File: config.mk
export PLATFORM = sky130hd
export DESIGN_NAME = tcm_mem_if
export DESIGN_NICKNAME = d
export VERILOG_FILES = /design/src/rtl/tcm_pkg.sv /design/src/rtl/tcm_access_timer.sv /design/src/rtl/tcm_mem_if.sv
export SDC_FILE = /design/constraint.sdc
export NUM_CORES = 1
export LEC_CHECK = 0
export CORE_MARGIN = 5
export CORE_UTILIZATION = 30
export CTS_BUF_LIST = sky130_fd_sc_hd__clkbuf_2
export DETAILED_ROUTE_END_ITERATION = 10
export DONT_BUFFER_PORTS = 1
export MAX_ROUTING_LAYER = met4
export SLEW_MARGIN = 10
export SYNTH_ARGS = -nofsm -noshare
export SYNTH_HDL_FRONTEND = slang
export SYNTH_HIERARCHICAL = 1
export SYNTH_SLANG_ARGS = --single-unit
File: constraint.sdc
create_clock -name MCLK_I -period 5.9 [get_ports MCLK_I]
set_clock_uncertainty 0.05 [all_clocks]
set_input_delay 0.295 -clock MCLK_I [delete_from_list [all_inputs] [get_ports MCLK_I]]
set_output_delay 0.295 -clock MCLK_I [all_outputs]
set_load 0.03 [all_outputs]
File: src/rtl/tcm_pkg.sv
// constants, field layouts and state types for the on-chip memory interface
// assumes nothing of its surroundings

package tcm_pkg;

    // ==========================================================
    // control register bus
    localparam int CBUS_AW = 10;
    localparam int CBUS_DW = 32;

    // register offsets from each side's base address
    localparam logic [9:0] DS_CTRL_OFS = 10'h0;
    localparam logic [9:0] DS_RANGE_OFS = 10'h1;
    localparam logic [9:0] IS_CTRL_OFS = 10'h0;
    localparam logic [9:0] IS_RANGE_OFS = 10'h1;
    localparam logic [9:0] IS_INIT_OFS = 10'h2;
    localparam logic [9:0] IS_FILL_OFS = 10'h3;
    localparam int DS_REG_COUNT = 2;
    localparam int IS_REG_COUNT = 4;

    // ==========================================================
    // control register fields (8 bits)
    localparam int CTL_W = 8;
    localparam int CTL_EN_BIT = 7;
    localparam int CTL_MULTI_BIT = 6;
    localparam int CTL_CNT_LSB = 0;
    localparam int CTL_CNT_W = 3;
    localparam logic [7:0] CTL_RST = 8'h00;
    localparam logic [7:0] RANGE_RST = 8'h00;
    localparam logic [31:0] INIT_RST = 32'h0;
    localparam logic [31:0] FILL_RST = 32'h0;

    // ==========================================================
    // access timing, in processor clock cycles
    localparam int CYC_W = 4;
    localparam logic [3:0] SINGLE_CYCLES = 4'h1;
    localparam logic [3:0] MULTI_MIN_CYCLES = 4'h2;
    localparam logic [3:0] MULTI_MAX_CYCLES = 4'h8;

    // ==========================================================
    // address layout
    localparam int CPU_AW = 32;
    localparam int REGION_LSB = 24;
    localparam int DS_RAM_AW = 22;
    localparam int IS_RAM_AW = 21;
    localparam logic [31:0] FILL_STEP = 32'h4;

    // ==========================================================
    // sequencer states
    typedef enum logic [0:0] {
        TCM_DS_IDLE = 1'b0,
        TCM_DS_BUSY = 1'b1
    } tcm_ds_state_t;

    typedef enum logic [1:0] {
        TCM_IS_IDLE = 2'b00,
        TCM_IS_FETCH = 2'b01,
        TCM_IS_WRITE = 2'b10
    } tcm_is_state_t;

endpackage

File: src/rtl/tcm_access_timer.sv
// access length counter: runs one access for a given number of cycles
// assumes cycles_i is between 1 and 8 when start_i is high

`timescale 1ns/10ps

module tcm_access_timer (
    // clock and reset
    input wire logic clk_i,
    input wire logic rst_n_i,
    // control
    input wire logic start_i,
    input wire logic [3:0] cycles_i,
    // status
    output logic last_o
);

    logic busy_r;
    logic [3:0] cnt_r;

    // ==========================================================
    // count down the remaining cycles of the access
    always_ff @(posedge clk_i or negedge rst_n_i) begin
        if (!rst_n_i) begin
            busy_r <= 1'b0;
            cnt_r <= 4'h0;
        end else if (start_i) begin
            busy_r <= 1'b1;
            cnt_r <= cycles_i - 4'h1;
        end else if (busy_r && cnt_r == 4'h0) begin
            busy_r <= 1'b0;
        end else if (busy_r) begin
            cnt_r <= cnt_r - 4'h1;
        end
    end

    assign last_o = busy_r && (cnt_r == 4'h0);

endmodule // tcm_access_timer

File: src/rtl/tcm_mem_if.sv
// processor to block ram interface: data side and instruction side ports
// assumes ram read data is valid during any cycle its enable is high
//
// Overview of operation
// - each side runs single-cycle or multi-cycle (two to eight cycles)
// - each side decodes its own 16 MB region of the address map
// - direct address bits reach 16M bytes data, 16M bytes instruction
// - data side has separate 32-bit read and write buses
// - data writes carry byte enables; other lanes stay unchanged
// - data side drives a 22-bit ram address
// - data side has 8-bit control and address range registers
// - instruction side reads 64 bits, two instructions per access
// - instruction side has a 32-bit write-only path via control bus
// - instruction side drives its own 21-bit ram address
// - instruction side has 8-bit control and address range registers
// - instruction side has 32-bit init data and fill registers
// - control bus base addresses of both sides are parameters
// - control bus has a 10-bit address space of its own

`timescale 1ns/10ps

module tcm_mem_if #(
    parameter logic [9:0] DS_CBUS_BASE = 10'h010,
    parameter logic [9:0] IS_CBUS_BASE = 10'h018
) (
    // clock and reset
    input wire logic MCLK_I,
    input wire logic RST_N_I,
    // control register bus
    input wire logic [9:0] CBUS_ADDR_I,
    input wire logic CBUS_RD_I,
    input wire logic CBUS_WR_I,
    input wire logic [31:0] CBUS_WDATA_I,
    output logic [31:0] CBUS_RDATA_O,
    output logic CBUS_ACK_O,
    // processor data side
    input wire logic DS_REQ_I,
    input wire logic DS_WE_I,
    input wire logic [3:0] DS_BE_I,
    input wire logic [31:0] DS_ADDR_I,
    input wire logic [31:0] DS_WDATA_I,
    output logic [31:0] DS_RDATA_O,
    output logic DS_DONE_O,
    // data side ram
    output logic DMEM_EN_O,
    output logic [3:0] DMEM_WE_O,
    output logic [21:0] DMEM_ADDR_O,
    output logic [31:0] DMEM_WDATA_O,
    input wire logic [31:0] DMEM_RDATA_I,
    // processor instruction side
    input wire logic IS_REQ_I,
    input wire logic [31:0] IS_ADDR_I,
    output logic [63:0] IS_RDATA_O,
    output logic IS_DONE_O,
    // instruction side ram
    output logic IMEM_EN_O,
    output logic [1:0] IMEM_WE_O,
    output logic [20:0] IMEM_ADDR_O,
    output logic [31:0] IMEM_WDATA_O,
    input wire logic [63:0] IMEM_RDATA_I
);

    // ==========================================================
    // elaboration checks
    generate
        if (int'(DS_CBUS_BASE) + tcm_pkg::DS_REG_COUNT > 1024 ||
            int'(IS_CBUS_BASE) + tcm_pkg::IS_REG_COUNT > 1024) begin : g_rng
            $error("base past control bus space");
        end
        if (int'(DS_CBUS_BASE) < int'(IS_CBUS_BASE) + tcm_pkg::IS_REG_COUNT &&
            int'(IS_CBUS_BASE) < int'(DS_CBUS_BASE) + tcm_pkg::DS_REG_COUNT)
        begin : g_ovl
            $error("register blocks overlap");
        end
    endgenerate

    // ==========================================================
    // decode functions
    function automatic logic [3:0] access_cycles(input logic [7:0] ctl);
        logic [3:0] n;
        n = {1'b0, ctl[tcm_pkg::CTL_CNT_LSB +: tcm_pkg::CTL_CNT_W]} + 4'h1;
        if (!ctl[tcm_pkg::CTL_MULTI_BIT]) begin
            access_cycles = tcm_pkg::SINGLE_CYCLES;
        end else if (n < tcm_pkg::MULTI_MIN_CYCLES) begin
            access_cycles = tcm_pkg::MULTI_MIN_CYCLES;
        end else begin
            access_cycles = n;
        end
    endfunction

    function automatic logic region_hit(input logic [31:0] addr,
                                        input logic [7:0] range);
        region_hit = (addr[31:tcm_pkg::REGION_LSB] == range);
    endfunction

    // ==========================================================
    // registers and state
    logic [7:0] ds_ctrl_r;
    logic [7:0] ds_range_r;
    logic [7:0] is_ctrl_r;
    logic [7:0] is_range_r;
    logic [31:0] is_init_r;
    logic [31:0] is_fill_r;
    logic wr_pend_r;
    tcm_pkg::tcm_ds_state_t ds_state_r;
    tcm_pkg::tcm_is_state_t is_state_r;

    logic [9:0] ds_ofs;
    logic [9:0] is_ofs;
    logic ds_sel;
    logic is_sel;
    logic cb_wr;
    logic ds_start;
    logic is_fetch_start;
    logic is_write_start;
    logic ds_last;
    logic is_last;
    logic init_wr;

    // base addresses come from parameters, offsets from the package
    assign ds_ofs = CBUS_ADDR_I - DS_CBUS_BASE;
    assign is_ofs = CBUS_ADDR_I - IS_CBUS_BASE;
    assign ds_sel = (CBUS_ADDR_I >= DS_CBUS_BASE) &&
                    (ds_ofs < 10'(tcm_pkg::DS_REG_COUNT));
    assign is_sel = (CBUS_ADDR_I >= IS_CBUS_BASE) &&
                    (is_ofs < 10'(tcm_pkg::IS_REG_COUNT));
    assign cb_wr = CBUS_WR_I && !CBUS_RD_I;
    assign init_wr = cb_wr && is_sel && is_ofs == tcm_pkg::IS_INIT_OFS;

    assign ds_start = (ds_state_r == tcm_pkg::TCM_DS_IDLE) && DS_REQ_I &&
                      ds_ctrl_r[tcm_pkg::CTL_EN_BIT] &&
                      region_hit(DS_ADDR_I, ds_range_r);
    assign is_write_start = (is_state_r == tcm_pkg::TCM_IS_IDLE) && wr_pend_r;
    assign is_fetch_start = (is_state_r == tcm_pkg::TCM_IS_IDLE) &&
                            !wr_pend_r && IS_REQ_I &&
                            is_ctrl_r[tcm_pkg::CTL_EN_BIT] &&
                            region_hit(IS_ADDR_I, is_range_r);

    // ==========================================================
    // access timers
    tcm_access_timer u_ds_timer (
        .clk_i(MCLK_I),
        .rst_n_i(RST_N_I),
        .start_i(ds_start),
        .cycles_i(access_cycles(ds_ctrl_r)),
        .last_o(ds_last)
    );

    tcm_access_timer u_is_timer (
        .clk_i(MCLK_I),
        .rst_n_i(RST_N_I),
        .start_i(is_fetch_start || is_write_start),
        .cycles_i(access_cycles(is_ctrl_r)),
        .last_o(is_last)
    );

    // ==========================================================
    // control bus register writes
    always_ff @(posedge MCLK_I or negedge RST_N_I) begin
        if (!RST_N_I) begin
            ds_ctrl_r <= tcm_pkg::CTL_RST;
            ds_range_r <= tcm_pkg::RANGE_RST;
            is_ctrl_r <= tcm_pkg::CTL_RST;
            is_range_r <= tcm_pkg::RANGE_RST;
            is_init_r <= tcm_pkg::INIT_RST;
        end else if (cb_wr) begin
            if (ds_sel && ds_ofs == tcm_pkg::DS_CTRL_OFS) begin
                ds_ctrl_r <= CBUS_WDATA_I[7:0];
            end
            if (ds_sel && ds_ofs == tcm_pkg::DS_RANGE_OFS) begin
                ds_range_r <= CBUS_WDATA_I[7:0];
            end
            if (is_sel && is_ofs == tcm_pkg::IS_CTRL_OFS) begin
                is_ctrl_r <= CBUS_WDATA_I[7:0];
            end
            if (is_sel && is_ofs == tcm_pkg::IS_RANGE_OFS) begin
                is_range_r <= CBUS_WDATA_I[7:0];
            end
            if (init_wr) begin
                is_init_r <= CBUS_WDATA_I;
            end
        end
    end

    // fill address: software write wins over the post-write step
    always_ff @(posedge MCLK_I or negedge RST_N_I) begin
        if (!RST_N_I) begin
            is_fill_r <= tcm_pkg::FILL_RST;
        end else if (cb_wr && is_sel && is_ofs == tcm_pkg::IS_FILL_OFS) begin
            is_fill_r <= CBUS_WDATA_I;
        end else if (is_state_r == tcm_pkg::TCM_IS_WRITE && is_last) begin
            is_fill_r <= is_fill_r + tcm_pkg::FILL_STEP;
        end
    end

    // pending init write: a new request wins over the clear
    always_ff @(posedge MCLK_I or negedge RST_N_I) begin
        if (!RST_N_I) begin
            wr_pend_r <= 1'b0;
        end else if (init_wr) begin
            wr_pend_r <= 1'b1;
        end else if (is_write_start) begin
            wr_pend_r <= 1'b0;
        end
    end

    // ==========================================================
    // control bus reads and acknowledge
    always_ff @(posedge MCLK_I or negedge RST_N_I) begin
        if (!RST_N_I) begin
            CBUS_ACK_O <= 1'b0;
            CBUS_RDATA_O <= 32'h0;
        end else begin
            CBUS_ACK_O <= (CBUS_RD_I || CBUS_WR_I) && (ds_sel || is_sel);
            CBUS_RDATA_O <= 32'h0;
            if (CBUS_RD_I && ds_sel) begin
                case (ds_ofs)
                    tcm_pkg::DS_CTRL_OFS: CBUS_RDATA_O <= {24'h0, ds_ctrl_r};
                    tcm_pkg::DS_RANGE_OFS: CBUS_RDATA_O <= {24'h0, ds_range_r};
                    default: CBUS_RDATA_O <= 32'h0;
                endcase
            end else if (CBUS_RD_I && is_sel) begin
                case (is_ofs)
                    tcm_pkg::IS_CTRL_OFS: CBUS_RDATA_O <= {24'h0, is_ctrl_r};
                    tcm_pkg::IS_RANGE_OFS: CBUS_RDATA_O <= {24'h0, is_range_r};
                    tcm_pkg::IS_INIT_OFS: CBUS_RDATA_O <= is_init_r;
                    tcm_pkg::IS_FILL_OFS: CBUS_RDATA_O <= is_fill_r;
                    default: CBUS_RDATA_O <= 32'h0;
                endcase
            end
        end
    end

    // ==========================================================
    // data side sequencer
    always_ff @(posedge MCLK_I or negedge RST_N_I) begin
        if (!RST_N_I) begin
            ds_state_r <= tcm_pkg::TCM_DS_IDLE;
            DMEM_EN_O <= 1'b0;
            DMEM_WE_O <= 4'h0;
            DMEM_ADDR_O <= 22'h0;
            DMEM_WDATA_O <= 32'h0;
        end else begin
            case (ds_state_r)
                tcm_pkg::TCM_DS_IDLE: begin
                    if (ds_start) begin
                        ds_state_r <= tcm_pkg::TCM_DS_BUSY;
                        DMEM_EN_O <= 1'b1;
                        DMEM_WE_O <= DS_BE_I & {4{DS_WE_I}};
                        DMEM_ADDR_O <= DS_ADDR_I[23:2];
                        DMEM_WDATA_O <= DS_WDATA_I;
                    end
                end
                tcm_pkg::TCM_DS_BUSY: begin
                    if (ds_last) begin
                        ds_state_r <= tcm_pkg::TCM_DS_IDLE;
                        DMEM_EN_O <= 1'b0;
                        DMEM_WE_O <= 4'h0;
                    end
                end
                default: begin
                    ds_state_r <= tcm_pkg::TCM_DS_IDLE;
                end
            endcase
        end
    end

    // data side answer: read data taken in the final cycle only
    always_ff @(posedge MCLK_I or negedge RST_N_I) begin
        if (!RST_N_I) begin
            DS_RDATA_O <= 32'h0;
            DS_DONE_O <= 1'b0;
        end else begin
            DS_DONE_O <= (ds_state_r == tcm_pkg::TCM_DS_BUSY) && ds_last;
            if (ds_state_r == tcm_pkg::TCM_DS_BUSY && ds_last &&
                DMEM_WE_O == 4'h0) begin
                DS_RDATA_O <= DMEM_RDATA_I;
            end
        end
    end

    // ==========================================================
    // instruction side sequencer
    always_ff @(posedge MCLK_I or negedge RST_N_I) begin
        if (!RST_N_I) begin
            is_state_r <= tcm_pkg::TCM_IS_IDLE;
            IMEM_EN_O <= 1'b0;
            IMEM_WE_O <= 2'h0;
            IMEM_ADDR_O <= 21'h0;
            IMEM_WDATA_O <= 32'h0;
        end else begin
            case (is_state_r)
                tcm_pkg::TCM_IS_IDLE: begin
                    if (is_write_start) begin
                        is_state_r <= tcm_pkg::TCM_IS_WRITE;
                        IMEM_EN_O <= 1'b1;
                        IMEM_WE_O <= is_fill_r[2] ? 2'h2 : 2'h1;
                        IMEM_ADDR_O <= is_fill_r[23:3];
                        IMEM_WDATA_O <= is_init_r;
                    end else if (is_fetch_start) begin
                        is_state_r <= tcm_pkg::TCM_IS_FETCH;
                        IMEM_EN_O <= 1'b1;
                        IMEM_WE_O <= 2'h0;
                        IMEM_ADDR_O <= IS_ADDR_I[23:3];
                    end
                end
                tcm_pkg::TCM_IS_FETCH,
                tcm_pkg::TCM_IS_WRITE: begin
                    if (is_last) begin
                        is_state_r <= tcm_pkg::TCM_IS_IDLE;
                        IMEM_EN_O <= 1'b0;
                        IMEM_WE_O <= 2'h0;
                    end
                end
                default: begin
                    is_state_r <= tcm_pkg::TCM_IS_IDLE;
                end
            endcase
        end
    end

    // instruction side answer: two instructions per fetch
    always_ff @(posedge MCLK_I or negedge RST_N_I) begin
        if (!RST_N_I) begin
            IS_RDATA_O <= 64'h0;
            IS_DONE_O <= 1'b0;
        end else begin
            IS_DONE_O <= (is_state_r == tcm_pkg::TCM_IS_FETCH) && is_last;
            if (is_state_r == tcm_pkg::TCM_IS_FETCH && is_last) begin
                IS_RDATA_O <= IMEM_RDATA_I;
            end
        end
    end

endmodule // tcm_mem_if

==> summary.md, run 1 <==
| Metric | Value |
|---|---|
| Syn Std Cell Area | 14900 sq um |
| Last stage | clock tree synthesis |
| Dpl cells | 1740 |
| Hold buffers post-CTS | 380 |
| Post-DP HPWL | about 30000 microns |
| Die height | about 230 microns |
| Initial core utilization | 0.304 |
| Synth warn | 6 |
| Core Rows | between 80 and 90 |
| CTS Sinks | 356 |
| Post-synth EDFFs | 0 |
| Status | did not finish |
| Err | [ERROR RSZ-0060] Max buffer count reached. |
| Mapped Avg Cell Area | 13.4 sq um |
| Flops & latches, synth | ~360 |
| Synth area leaders | dfrtp_1 (60%), mux2_2 (19%), mux2i_1 (2.4%) |
| Num CTS Buffers | 93 |
| Post-synth top area share | 0.597 |
| Number of distinct library cells after synthesis | 46 |
| Die Wd | 233 microns |
| GPL Wtd Cong | 0.786 |
| Synth area leader | dfrtp_1 |
| Port bufs | 0 |
| Root buffer cell | clkbuf_2 |
| Sequential-to-total area share from yosys stat | 0.597 |
| Post-CTS sizing | 0 |
| IO Pins | 491 |
| Most common flop cell mapped by yosys | dfrtp_1 |
| Post-CTS setup buffer count | 0 |
| FFs w/ async S/R, synth | 1.00 |
| Mapped Cells | 1117 |
| Post-synth net total | approximately 1400 |
| H-tree depth | 3 |
| Clock buffer depth | 3 |
[kinds of logic after synthesis]
kind of cell    synth area share
flops                      0.597
simple gates              0.0748
xor+xnor                  0.0305
fa+ha+maj                0.00839
buf+inv                   0.0192
mux                        0.223
compound gates            0.0464
[synthesized netlist by cell type (4+ instances only)]
library cell and instances:
ha_1 10, nand4_1 12, xor2_1 34, a22oi_1 24, and3_1 10, a21oi_1 55
inv_1 19, o22ai_1 8, clkbuf_1 33, dfrtp_1 356, nor2_1 94, xnor2_1 18
mux2_2 247, nand2_1 37, mux2i_1 36, mux4_2 8, nor4_1 4, buf_2 16
o21ai_0 15, nand3_1 30, nor3_1 7, nand3b_1 4
[metrics by stage]
stage	hold slack, ps	worst slack, ps	cell area, sq um
detailed placement	-40.5	2490	15600
floorplan	-50.6	3190	14900
global placement	-37.0	2550	15600
==> run 2: changes to the inputs <==
--- a/config.mk
+++ b/config.mk
@@ -6,11 +6,10 @@
 export NUM_CORES = 1
 export LEC_CHECK = 0
 export CORE_MARGIN = 5
-export CORE_UTILIZATION = 30
-export CTS_BUF_LIST = sky130_fd_sc_hd__clkbuf_2
+export CORE_UTILIZATION = 20
 export DETAILED_ROUTE_END_ITERATION = 10
 export DONT_BUFFER_PORTS = 1
-export MAX_ROUTING_LAYER = met4
+export PLACE_DENSITY_LB_ADDON = 0.15
 export SLEW_MARGIN = 10
 export SYNTH_ARGS = -nofsm -noshare
 export SYNTH_HDL_FRONTEND = slang
==> summary.md, run 2 <==
| Metric | Value |
|---|---|
| Drt pass-1 iters | 6 |
| GR Util met3 | 0.0544 |
| Post-synth net total | roughly 1400 |
| Worst hold path type | in -> async |
| Sequential power share | 0.461 |
| Die Wd | roughly 280 microns |
| Layout cells sized above 1 | 0.258 |
| Worst-path clk slew | 60 ps |
| Crit path DAT | 3890 ps |
| Sequential-to-total area share from yosys stat | 0.597 |
| M2 GR Usage | 0.206 |
| Most common flop cell mapped by yosys | dfrtp_1 |
| Pint | about 4400 uW |
| DRT iter0 DRCs | 307 |
| Worst setup SP type | flop |
| Status | finished with violations |
| Post-synth top area share | 0.597 |
| Mapped Cells | approximately 1100 |
| Slew at the pin closest to its max-slew limit | between 900 and 1000 ps |
| P per Cell Area | between 200 and 300 nW/um^2 |
| Die ar. | 80100 sq um |
| GR peak layer | met2 |
| Via density | 4.16 |
| H-tree depth | 2 |
| Die height | 283 microns |
| Core Rows | 100 |
| Num CTS Buffers | 45 |
| Failing checks | hold timing |
| F_max | roughly 290 MHz |
| Max Cap Viol | 0 |
| LEAKAGE | 0.00894 uW |
| Max-slew headroom | 0.343 |
| Most frequent cells in the layout | dfrtp_1 (356), mux2_2 (247), dlygate4sd3_1 (214), nor2_1 (94), a21oi_1 (55) |
| GRT Util Overall | 0.123 |
| Root buffer cell | clkbuf_16 |
| Top reg by flops | IS_RDATA_O |
| Final nets | 1591 |
| P_sw | 1320 uW |
| FFs w/ async S/R, synth | 1.00 |
| Post-synth EDFFs | 0 |
| Final Hold Violating Endpoints | around 360 |
| Post-synth top cells | dfrtp_1 (356), mux2_2 (247), nor2_1 (94) |
| Largest net degree at the start of global routing | between 300 and 400 |
| Critical-path maximum fanout | 27 |
| Hold buffers post-CTS | ~210 |
| Combinational share of power | 0.039 |
| DRC errors left | 0 |
| Post-DP HPWL | between 30000 and 40000 microns |
| CP Capture Type | flop |
| Synth area leaders | dfrtp_1 (60%), mux2_2 (19%), mux2i_1 (2.4%) |
| Port bufs | 0 |
| Post-route ant nets | 0 |
| CP required | about 6400 ps |
| Unrepaired setup endpoints after global routing | false |
| Total number of vias | 9718 |
| Post-DP Area | between 15000 and 20000 sq um |
| Synth area leader | dfrtp_1 |
| Drt wl/cell | roughly 22 microns |
| Clock buffer depth | 3 |
| Max FFs per register | 64 |
| CTS Sinks | approximately 360 |
| Sw Share | 0.230 |
| Most common cell after layout, fill and taps aside | dfrtp_1 |
| Area Growth Syn to Fin | 31.9% |
| Initial antenna violation count | 9 |
| IO Pins | roughly 500 |
| Number of distinct library cells after synthesis | 46 |
| Initial core utilization | 0.201 |
| Critical path type | reg -> reg |
| GPL Wtd Cong | 0.720 |
| Syn Std Cell Area | ~15000 sq um |
| Core box area | 74200 sq um |
| Peak supply drop | 0.167 mV |
| Fin area | ~20000 sq um |
| Synth warn | 6 |
| WL final | 50500 microns |
| Smallest hold slack | -630 ps |
| Fin crit period | roughly 3400 ps |
| Final period utilization | 0.582 |
| Met1 Usage GRT | 0.143 |
| Clk_lat worst skew | between 500 and 600 ps |
| Max-slew violations | 0 |
| Post-CTS setup buffer count | 0 |
| Clk pwr share | 0.501 |
| Setup_tns | 0 ps |
| R2r setup slk | approximately 2500 ps |
| Mapped Avg Cell Area | approximately 13 sq um |
| Grt ovf | 0 |
| CTS tree | built |
| Most frequent cell after synthesis | dfrtp_1 |
| Final Setup Violations | 0 |
| Number of global-route vias before repair | between 10000 and 15000 |
| Flops & latches, synth | between 300 and 400 |
| First-pass GRT wire length | roughly 75000 microns |
| Fin util | 0.265 |
==> run 2: cell counts after synthesis <==
Identical to the previous run, type by type.
==> run 2: layout make-up <==
type / count / area [sq um]
tap: 969 / 1210
clock inverter: 18 / 258
sequential: 356 / 8910
timing repair buffer: 224 / 2220
fill: 7666 / 54500
multi-input combinational: 690 / 5740
inverter: 19 / 71.3
antenna: 2 / 5.00
clock buffer: 59 / 1260
==> run 2: path summary, 6_finish.rpt <==
kind	start	to	depth (start not counted)
worst max-delay path	is_state_r[1]	u_is_timer/cnt_r[2]	11
worst min-delay path	RST_N_I	DMEM_WDATA_O[17]	0
worst max register to register	is_state_r[1]	u_is_timer/cnt_r[2]	11
worst min register to register	is_ctrl_r[3]	is_ctrl_r[3]	1
max in group asynchronous	RST_N_I	CBUS_RDATA_O[16]	0
min in group MCLK_I	CBUS_ADDR_I[0]	CBUS_RDATA_O[5]	2
==> run 2: power groups by stage <==
stage                     Sequential (uW)  Combinational [uW]  Clock (uW)
after floorplan                      2660                80.6           0
after global placement               2680                86.1           0
after detailed placement             2680                88.9           0
after CTS                            2640                 222        3010
after global routing                 2640                 238        3100
final                                2630                 220        2860
==> run 2: routing by layer <==
metal	wire length (microns)	up-vias
met2	24300	353
met5	67	-
met3	4940	70
li1	-	4407
met1	20000	4876
met4	1200	12
==> run 2: metrics by stage <==
| step | power [uW] | setup slack, ps | hold WS, ps | instances |
|---|---|---|---|---|
| global route | 5980 | 2130 | -690 | 2337 |
| CTS | 5860 | 2400 | -690 | 2335 |
| detailed placement | 2770 | 2440 | -41.4 | 2044 |
| floorplan | 2740 | 3190 | -50.6 | 1117 |
| global placement | 2770 | 2470 | -37.6 | 2044 |
| finish | 5720 | 2460 | -630 | 2337 |
==> run 2: logic make-up (layout without fill, tap and decap cells) <==
| kind of cell | Yosys count | in the layout | share of synthesized area |
|---|---|---|---|
| buffers and inverters | 71 | 320 | 0.0192 |
| DFF | 356 | 356 | 0.597 |
| xor gates and xnor gates | 52 | 52 | 0.0305 |
| and+or+nand+nor | 222 | 222 | 0.0748 |
| muxes | 292 | 292 | 0.223 |
| AOI/OAI and AO/OA | 114 | 114 | 0.0464 |
| adders and majority gates | 10 | 10 | 0.00839 |
| other | 0 | 2 | 0 |
==> run 2: what timing repair did <==
action / CTS / global route
gates resized for setup: 0 / 0
hold endpoints to repair: 635 / 356
setup endpoints to repair: 0 / 0
==> run 2: critical path: stages (launching register included) <==
cell	delay, ps
dfrtp_1	400
inv_1	80
ha_1	310
nor2b_1	270
nand4_1	110
or3_2	840
nand2_1	460
mux2i_1	280
ha_1	230
xor2_1	160
nand2_1	70
nand3_1	90
Note: power is estimated with default switching activity, not from simulation.
==> run 3: changes to the inputs <==
==> constraint.sdc (replaced) <==
create_clock -name MCLK_I -period 3.3 [get_ports MCLK_I]
set_clock_uncertainty 0.05 [all_clocks]
set_input_delay 0.165 -clock MCLK_I [delete_from_list [all_inputs] [get_ports MCLK_I]]
set_output_delay 0.165 -clock MCLK_I [all_outputs]
set_load 0.03 [all_outputs]
==> summary.md, run 3 (synthesis results as in run 2) <==
| Metric | Value |
|---|---|
| Met1 Usage GRT | 0.145 |
| GPL Wtd Cong | just over 0.7 |
| Max Cap Viol | 0 |
| Max-slew headroom | 0.455 |
| Max FFs per register | 64 |
| Unrepaired setup endpoints after global routing | false |
| Die Wd | between 200 and 300 microns |
| Register area | between 8000 and 9000 sq um |
| GR Util met3 | 0.0555 |
| DRT iter0 DRCs | around 370 |
| Total Power | about 11000 uW |
| Most frequent cells in the layout | dfrtp_1 (356), mux2_2 (247), dlygate4sd3_1 (218), nor2_1 (94), a21oi_1 (55) |
| Num CTS Buffers | 45 |
| Worst setup SP type | flop |
| Post-route ant nets | 0 |
| Final Hold Violating Endpoints | 356 |
| F_max | between 300 and 400 MHz |
| Crit path depth | 11 |
| Critical-path maximum fanout | 9 |
| CP startpoint | is_state_r[1] |
| First-pass GRT wire length | around 76000 microns |
| CP Capture Type | flop |
| Buffers and inverters on the worst path | 1 |
| WL final | between 50000 and 60000 microns |
| Peak supply drop | approximately 0.29 mV |
| Final period utilization | 0.865 |
| Area Growth Syn to Fin | 33.9% |
| Core box area | ~74000 sq um |
| Multi-input gate area | 5740 sq um |
| Layout cells sized above 1 | 0.266 |
| CTS tree | built |
| R2r setup slk | approximately 450 ps |
| Failing checks | hold timing |
| Critical path type | reg -> reg |
| Grt ovf | 0 |
| Initial antenna violation count | 8 |
| CTS Sinks | approximately 360 |
| Slowest stage delay, CP | 450 ps |
| Post-CTS setup buffer count | 0 |
| Most common cell after layout, fill and taps aside | dfrtp_1 |
| CP delay by family, top | simple AND/OR/NAND/NOR gates |
| M2 GR Usage | 0.206 |
| P per Cell Area | ~530 nW/um^2 |
| LEAKAGE | a little over 0.009 uW |
| Slew at the pin closest to its max-slew limit | slightly above 800 ps |
| Port bufs | 0 |
| Critical-path cell list | inv_1 -> ha_1 -> nor2b_1 -> nand4_1 -> or3_2 -> nand2_1 -> mux2i_1 -> ha_1 -> xor2_1 -> nand2_1 -> nand3_1 |
| Post-DP HPWL | roughly 34000 microns |
| Worst setup path end | u_is_timer/cnt_r[2] |
| Crit path DAT | roughly 3300 ps |
| Drt wl/cell | 21.6 microns |
| Die ar. | around 80000 sq um |
| CP required | roughly 3800 ps |
| Post-CTS sizing | 0 |
| Fin util | 0.269 |
| Number of global-route vias before repair | approximately 11000 |
| Hold buffers post-CTS | between 200 and 250 |
| Initial core utilization | 0.201 |
| Largest net degree at the start of global routing | roughly 360 |
| Max-slew violations | 0 |
| Fill cell count | about 7600 |
| Root buffer cell | clkbuf_16 |
| Worst-path clk slew | roughly 60 ps |
| Worst R2R End | u_is_timer/cnt_r[2] |
| GRT Util Overall | 0.124 |
| Final nets | between 1500 and 2000 |
| Final Setup Violations | 0 |
| Smallest hold slack | -753 ps |
| Reg2reg start | is_state_r[1] |
| Clock buffer depth | 3 |
| Die height | between 200 and 300 microns |
| Via density | 4.18 |
| GR peak layer | met2 |
| Drt pass-1 iters | 4 |
| Status | finished with violations |
| IO Pins | 491 |
| Setup_tns | 0 ps |
| H-tree depth | 2 |
| DRC errors left | 0 |
| Worst hold path type | in -> async |
| Top reg by flops | IS_RDATA_O |
| Total number of vias | between 9000 and 10000 |
| Core Rows | 100 |
| Slowest cell on the critical path | or3_2 |
| Fin crit period | roughly 2900 ps |
| Clk_lat worst skew | between 500 and 600 ps |
| Worst r2r path cells | 11 |
[run 3: changes by cell type in the layout (fill, tap and decap cells not counted), sizes merged]
cell         previous run  this run
clkinv                  6         8
diode                   2         3
dlygate4sd3           214       218
bufinv                  6         9
inv                    21        20
buf                    10        20
clkbuf                 59        62
clkinvlp                4         1
[run 3: through the flow]
stage,std cells,worst slack [ps],hold slack [ps],cell area [sq um]
after floorplan,1117,593,-181,14900
after global placement,2053,495,-170,16100
after detailed placement,2053,435,-171,16100
after CTS,2353,423,-818,20000
after global routing,2356,196,-821,20000
final,2356,445,-753,20000
[run 3: final cells by class]
type | count | share of cell area
multi-input cells | 690 | 0.287
well taps | 969 | 0.0607
clock buffers | 62 | 0.0672
repair buffers | 238 | 0.118
diodes | 3 | 0.000376
flip-flops and latches | 356 | 0.446
clock inverters | 19 | 0.0165
inverters | 19 | 0.00357
[run 3: worst min-delay path by stage]
stage          startpoint          endpoint  cells past startpoint
4_1_cts           RST_N_I  DMEM_WDATA_O[17]                      0
3_5_place_dp      RST_N_I  DMEM_WDATA_O[17]                      0
5_1_grt           RST_N_I  DMEM_WDATA_O[21]                      0
2_1_floorplan     RST_N_I        CBUS_ACK_O                      0
6_report          RST_N_I  DMEM_WDATA_O[17]                      0
3_3_place_gp      RST_N_I  DMEM_WDATA_O[21]                      0
[run 3: power by group]
part           total (uW)  internal (uW)  switching (uW)
registers            4710           4460             248
logic                 405            273             132
clock network        5550           3530            2020
[run 3: metal layers]
layer	up-vias	share of wire
met5	-	0.00094
met4	10	0.027
met3	89	0.10
met2	351	0.48
met1	4963	0.39
li1	4429	-
==> run 4: changes to the inputs <==
==> constraint.sdc (replaced) <==
create_clock -name MCLK_I -period 3.3 [get_ports MCLK_I]
set_clock_uncertainty 0.05 [all_clocks]
set_input_delay 0.33 -clock MCLK_I [delete_from_list [all_inputs] [get_ports MCLK_I]]
set_output_delay 0.33 -clock MCLK_I [all_outputs]
set_load 0.03 [all_outputs]
==> summary.md, run 4 (synthesis results as in run 2) <==
| Metric | Value |
|---|---|
| Status | finished with violations |
| Failing checks | hold timing |
| Port bufs | 0 |
| Drt pass-1 iters | 4 |
| CP delay by family, top | simple AND/OR/NAND/NOR gates |
| Number of global-route vias before repair | between 10000 and 15000 |
| Fin area | 19800 sq um |
| Setup_tns | 0 ps |
| Area Growth Syn to Fin | 32.5% |
| Final nets | 1598 |
| DRC errors left | 0 |
| Most frequent cells in the layout | dfrtp_1 (356), mux2_2 (247), dlygate4sd3_1 (214), nor2_1 (94), a21oi_1 (55) |
| Max-slew headroom | 0.456 |
| Final period utilization | 0.875 |
| H-tree depth | 2 |
| CTS Sinks | about 360 |
| LEAKAGE | approximately 0.0090 uW |
| Crit path DAT | between 3000 and 4000 ps |
| Initial core utilization | 0.201 |
| Peak supply drop | approximately 0.35 mV |
| Initial antenna violation count | 7 |
| Clock buffer depth | 3 |
| CTS tree | built |
| Crit path depth | 11 |
| Post-DP Area | around 16000 sq um |
| Fill cell count | about 7700 |
| Max FFs per register | 64 |
| Core box area | 74200 sq um |
| Most common cell after layout, fill and taps aside | dfrtp_1 |
| Buffers and inverters on the worst path | 1 |
| Root buffer cell | clkbuf_16 |
| Critical path type | reg -> reg |
| Worst-path clk slew | about 60 ps |
| Slew at the pin closest to its max-slew limit | 817 ps |
| Fin crit period | 2890 ps |
| Clk_lat worst skew | about 570 ps |
| Worst r2r path cells | 11 |
| Die Wd | roughly 280 microns |
| Critical-path cell list | inv_1 -> ha_1 -> nor2b_1 -> nand4_1 -> or3_2 -> nand2_1 -> mux2i_1 -> ha_1 -> xor2_1 -> nand2_1 -> nand3_1 |
| Die height | approximately 280 microns |
| Post-route ant nets | 0 |
| F_max | 346 MHz |
| Worst setup SP type | flop |
| Max Cap Viol | 0 |
| Die ar. | around 80000 sq um |
| Drt wl/cell | 21.5 microns |
| Smallest hold slack | -595 ps |
| Num CTS Buffers | between 40 and 50 |
| GRT Util Overall | 0.122 |
| Total Power | 10300 uW |
| Final Hold Violating Endpoints | approximately 360 |
| Unrepaired setup endpoints after global routing | false |
| Worst hold path type | in -> async |
| Largest net degree at the start of global routing | approximately 360 |
| Via density | between 4 and 5 |
| Critical-path maximum fanout | 9 |
| WL final | between 50000 and 60000 microns |
| Max-slew violations | 0 |
| Hold buffers post-CTS | ~210 |
| CP required | 3740 ps |
| Top reg by flops | IS_RDATA_O |
| Layout cells sized above 1 | 0.261 |
| P per Cell Area | 520 nW/um^2 |
| Total number of vias | 9786 |
| DRT iter0 DRCs | roughly 320 |
| CP Capture Type | flop |
| IO Pins | just under 500 |
| GPL Wtd Cong | roughly 0.73 |
| Grt ovf | 0 |
| Slowest cell on the critical path | or3_2 |
| Post-DP HPWL | around 34000 microns |
| Core Rows | 100 |
| Slowest stage delay, CP | between 400 and 500 ps |
| Final Setup Violations | 0 |
| First-pass GRT wire length | approximately 75000 microns |
[run 4: worst reg2reg max path, cell delays in order, from the launching register on]
cell     delay (ps)
dfrtp_1         400
inv_1            90
ha_1            310
nor2b_1         270
nand4_1         130
or3_2           450
nand2_1         290
mux2i_1         270
ha_1            240
xor2_1          160
nand2_1          70
nand3_1         100
[run 4: what timing repair did]
action | 4_1_cts | 5_1_grt
setup buffers | 0 | 0
resized for setup | 0 | 0
endpoints found under the hold margin | 634 | 356
[run 4: power by group]
part / total, uW / internal (uW) / switching [uW] / leakage, uW
sequential: 4710 / 4460 / 248 / 0.00472
combinational: 393 / 268 / 124 / 0.00354
clock: 5170 / 3190 / 1980 / 0.000760
total: 10300 / 7930 / 2350 / 0.00902
[run 4: final timing paths]
kind	startpoint	end	slack, ps
setup / recovery	is_state_r[1]	u_is_timer/cnt_r[2]	410
hold / removal	RST_N_I	DMEM_WDATA_O[21]	-590
setup reg to reg	is_state_r[1]	u_is_timer/cnt_r[2]	410
hold reg to reg	is_fill_r[1]	is_fill_r[1]	450
max in group asynchronous	RST_N_I	is_fill_r[16]	3240
min in group MCLK_I	CBUS_ADDR_I[5]	CBUS_RDATA_O[3]	50
[run 4: area by class of cell]
| class | instances | area [sq um] | share of cell area |
|---|---|---|---|
| flip-flops and latches | 356 | 8910 | 0.451 |
| inverters | 19 | 71.3 | 0.00361 |
| multi-input cells | 690 | 5740 | 0.290 |
| well taps | 969 | 1210 | 0.0613 |
| repair buffers | 232 | 2300 | 0.116 |
| clock buffers | 58 | 1250 | 0.0630 |
| clock inverters | 19 | 285 | 0.0144 |
| diodes | 3 | 7.51 | 0.000380 |
[run 4: metal layers]
layer / track usage / share of wire / vias to the layer above
met4: 0.0366 / 0.027 / 6
met2: 0.204 / 0.48 / 347
li1: - / - / 4416
met3: 0.0523 / 0.097 / 80
met5: 0 / 0.00067 / -
met1: 0.143 / 0.39 / 4937
[run 4: metrics by stage]
stage / setup WS [ps] / cells / utilization
floorplan: 593 / 1117 / -
global placement: 482 / 2052 / 0.217
detailed placement: 421 / 2052 / 0.217
CTS: 395 / 2343 / 0.266
global route: 146 / 2346 / 0.266
finish: 413 / 2346 / 0.266
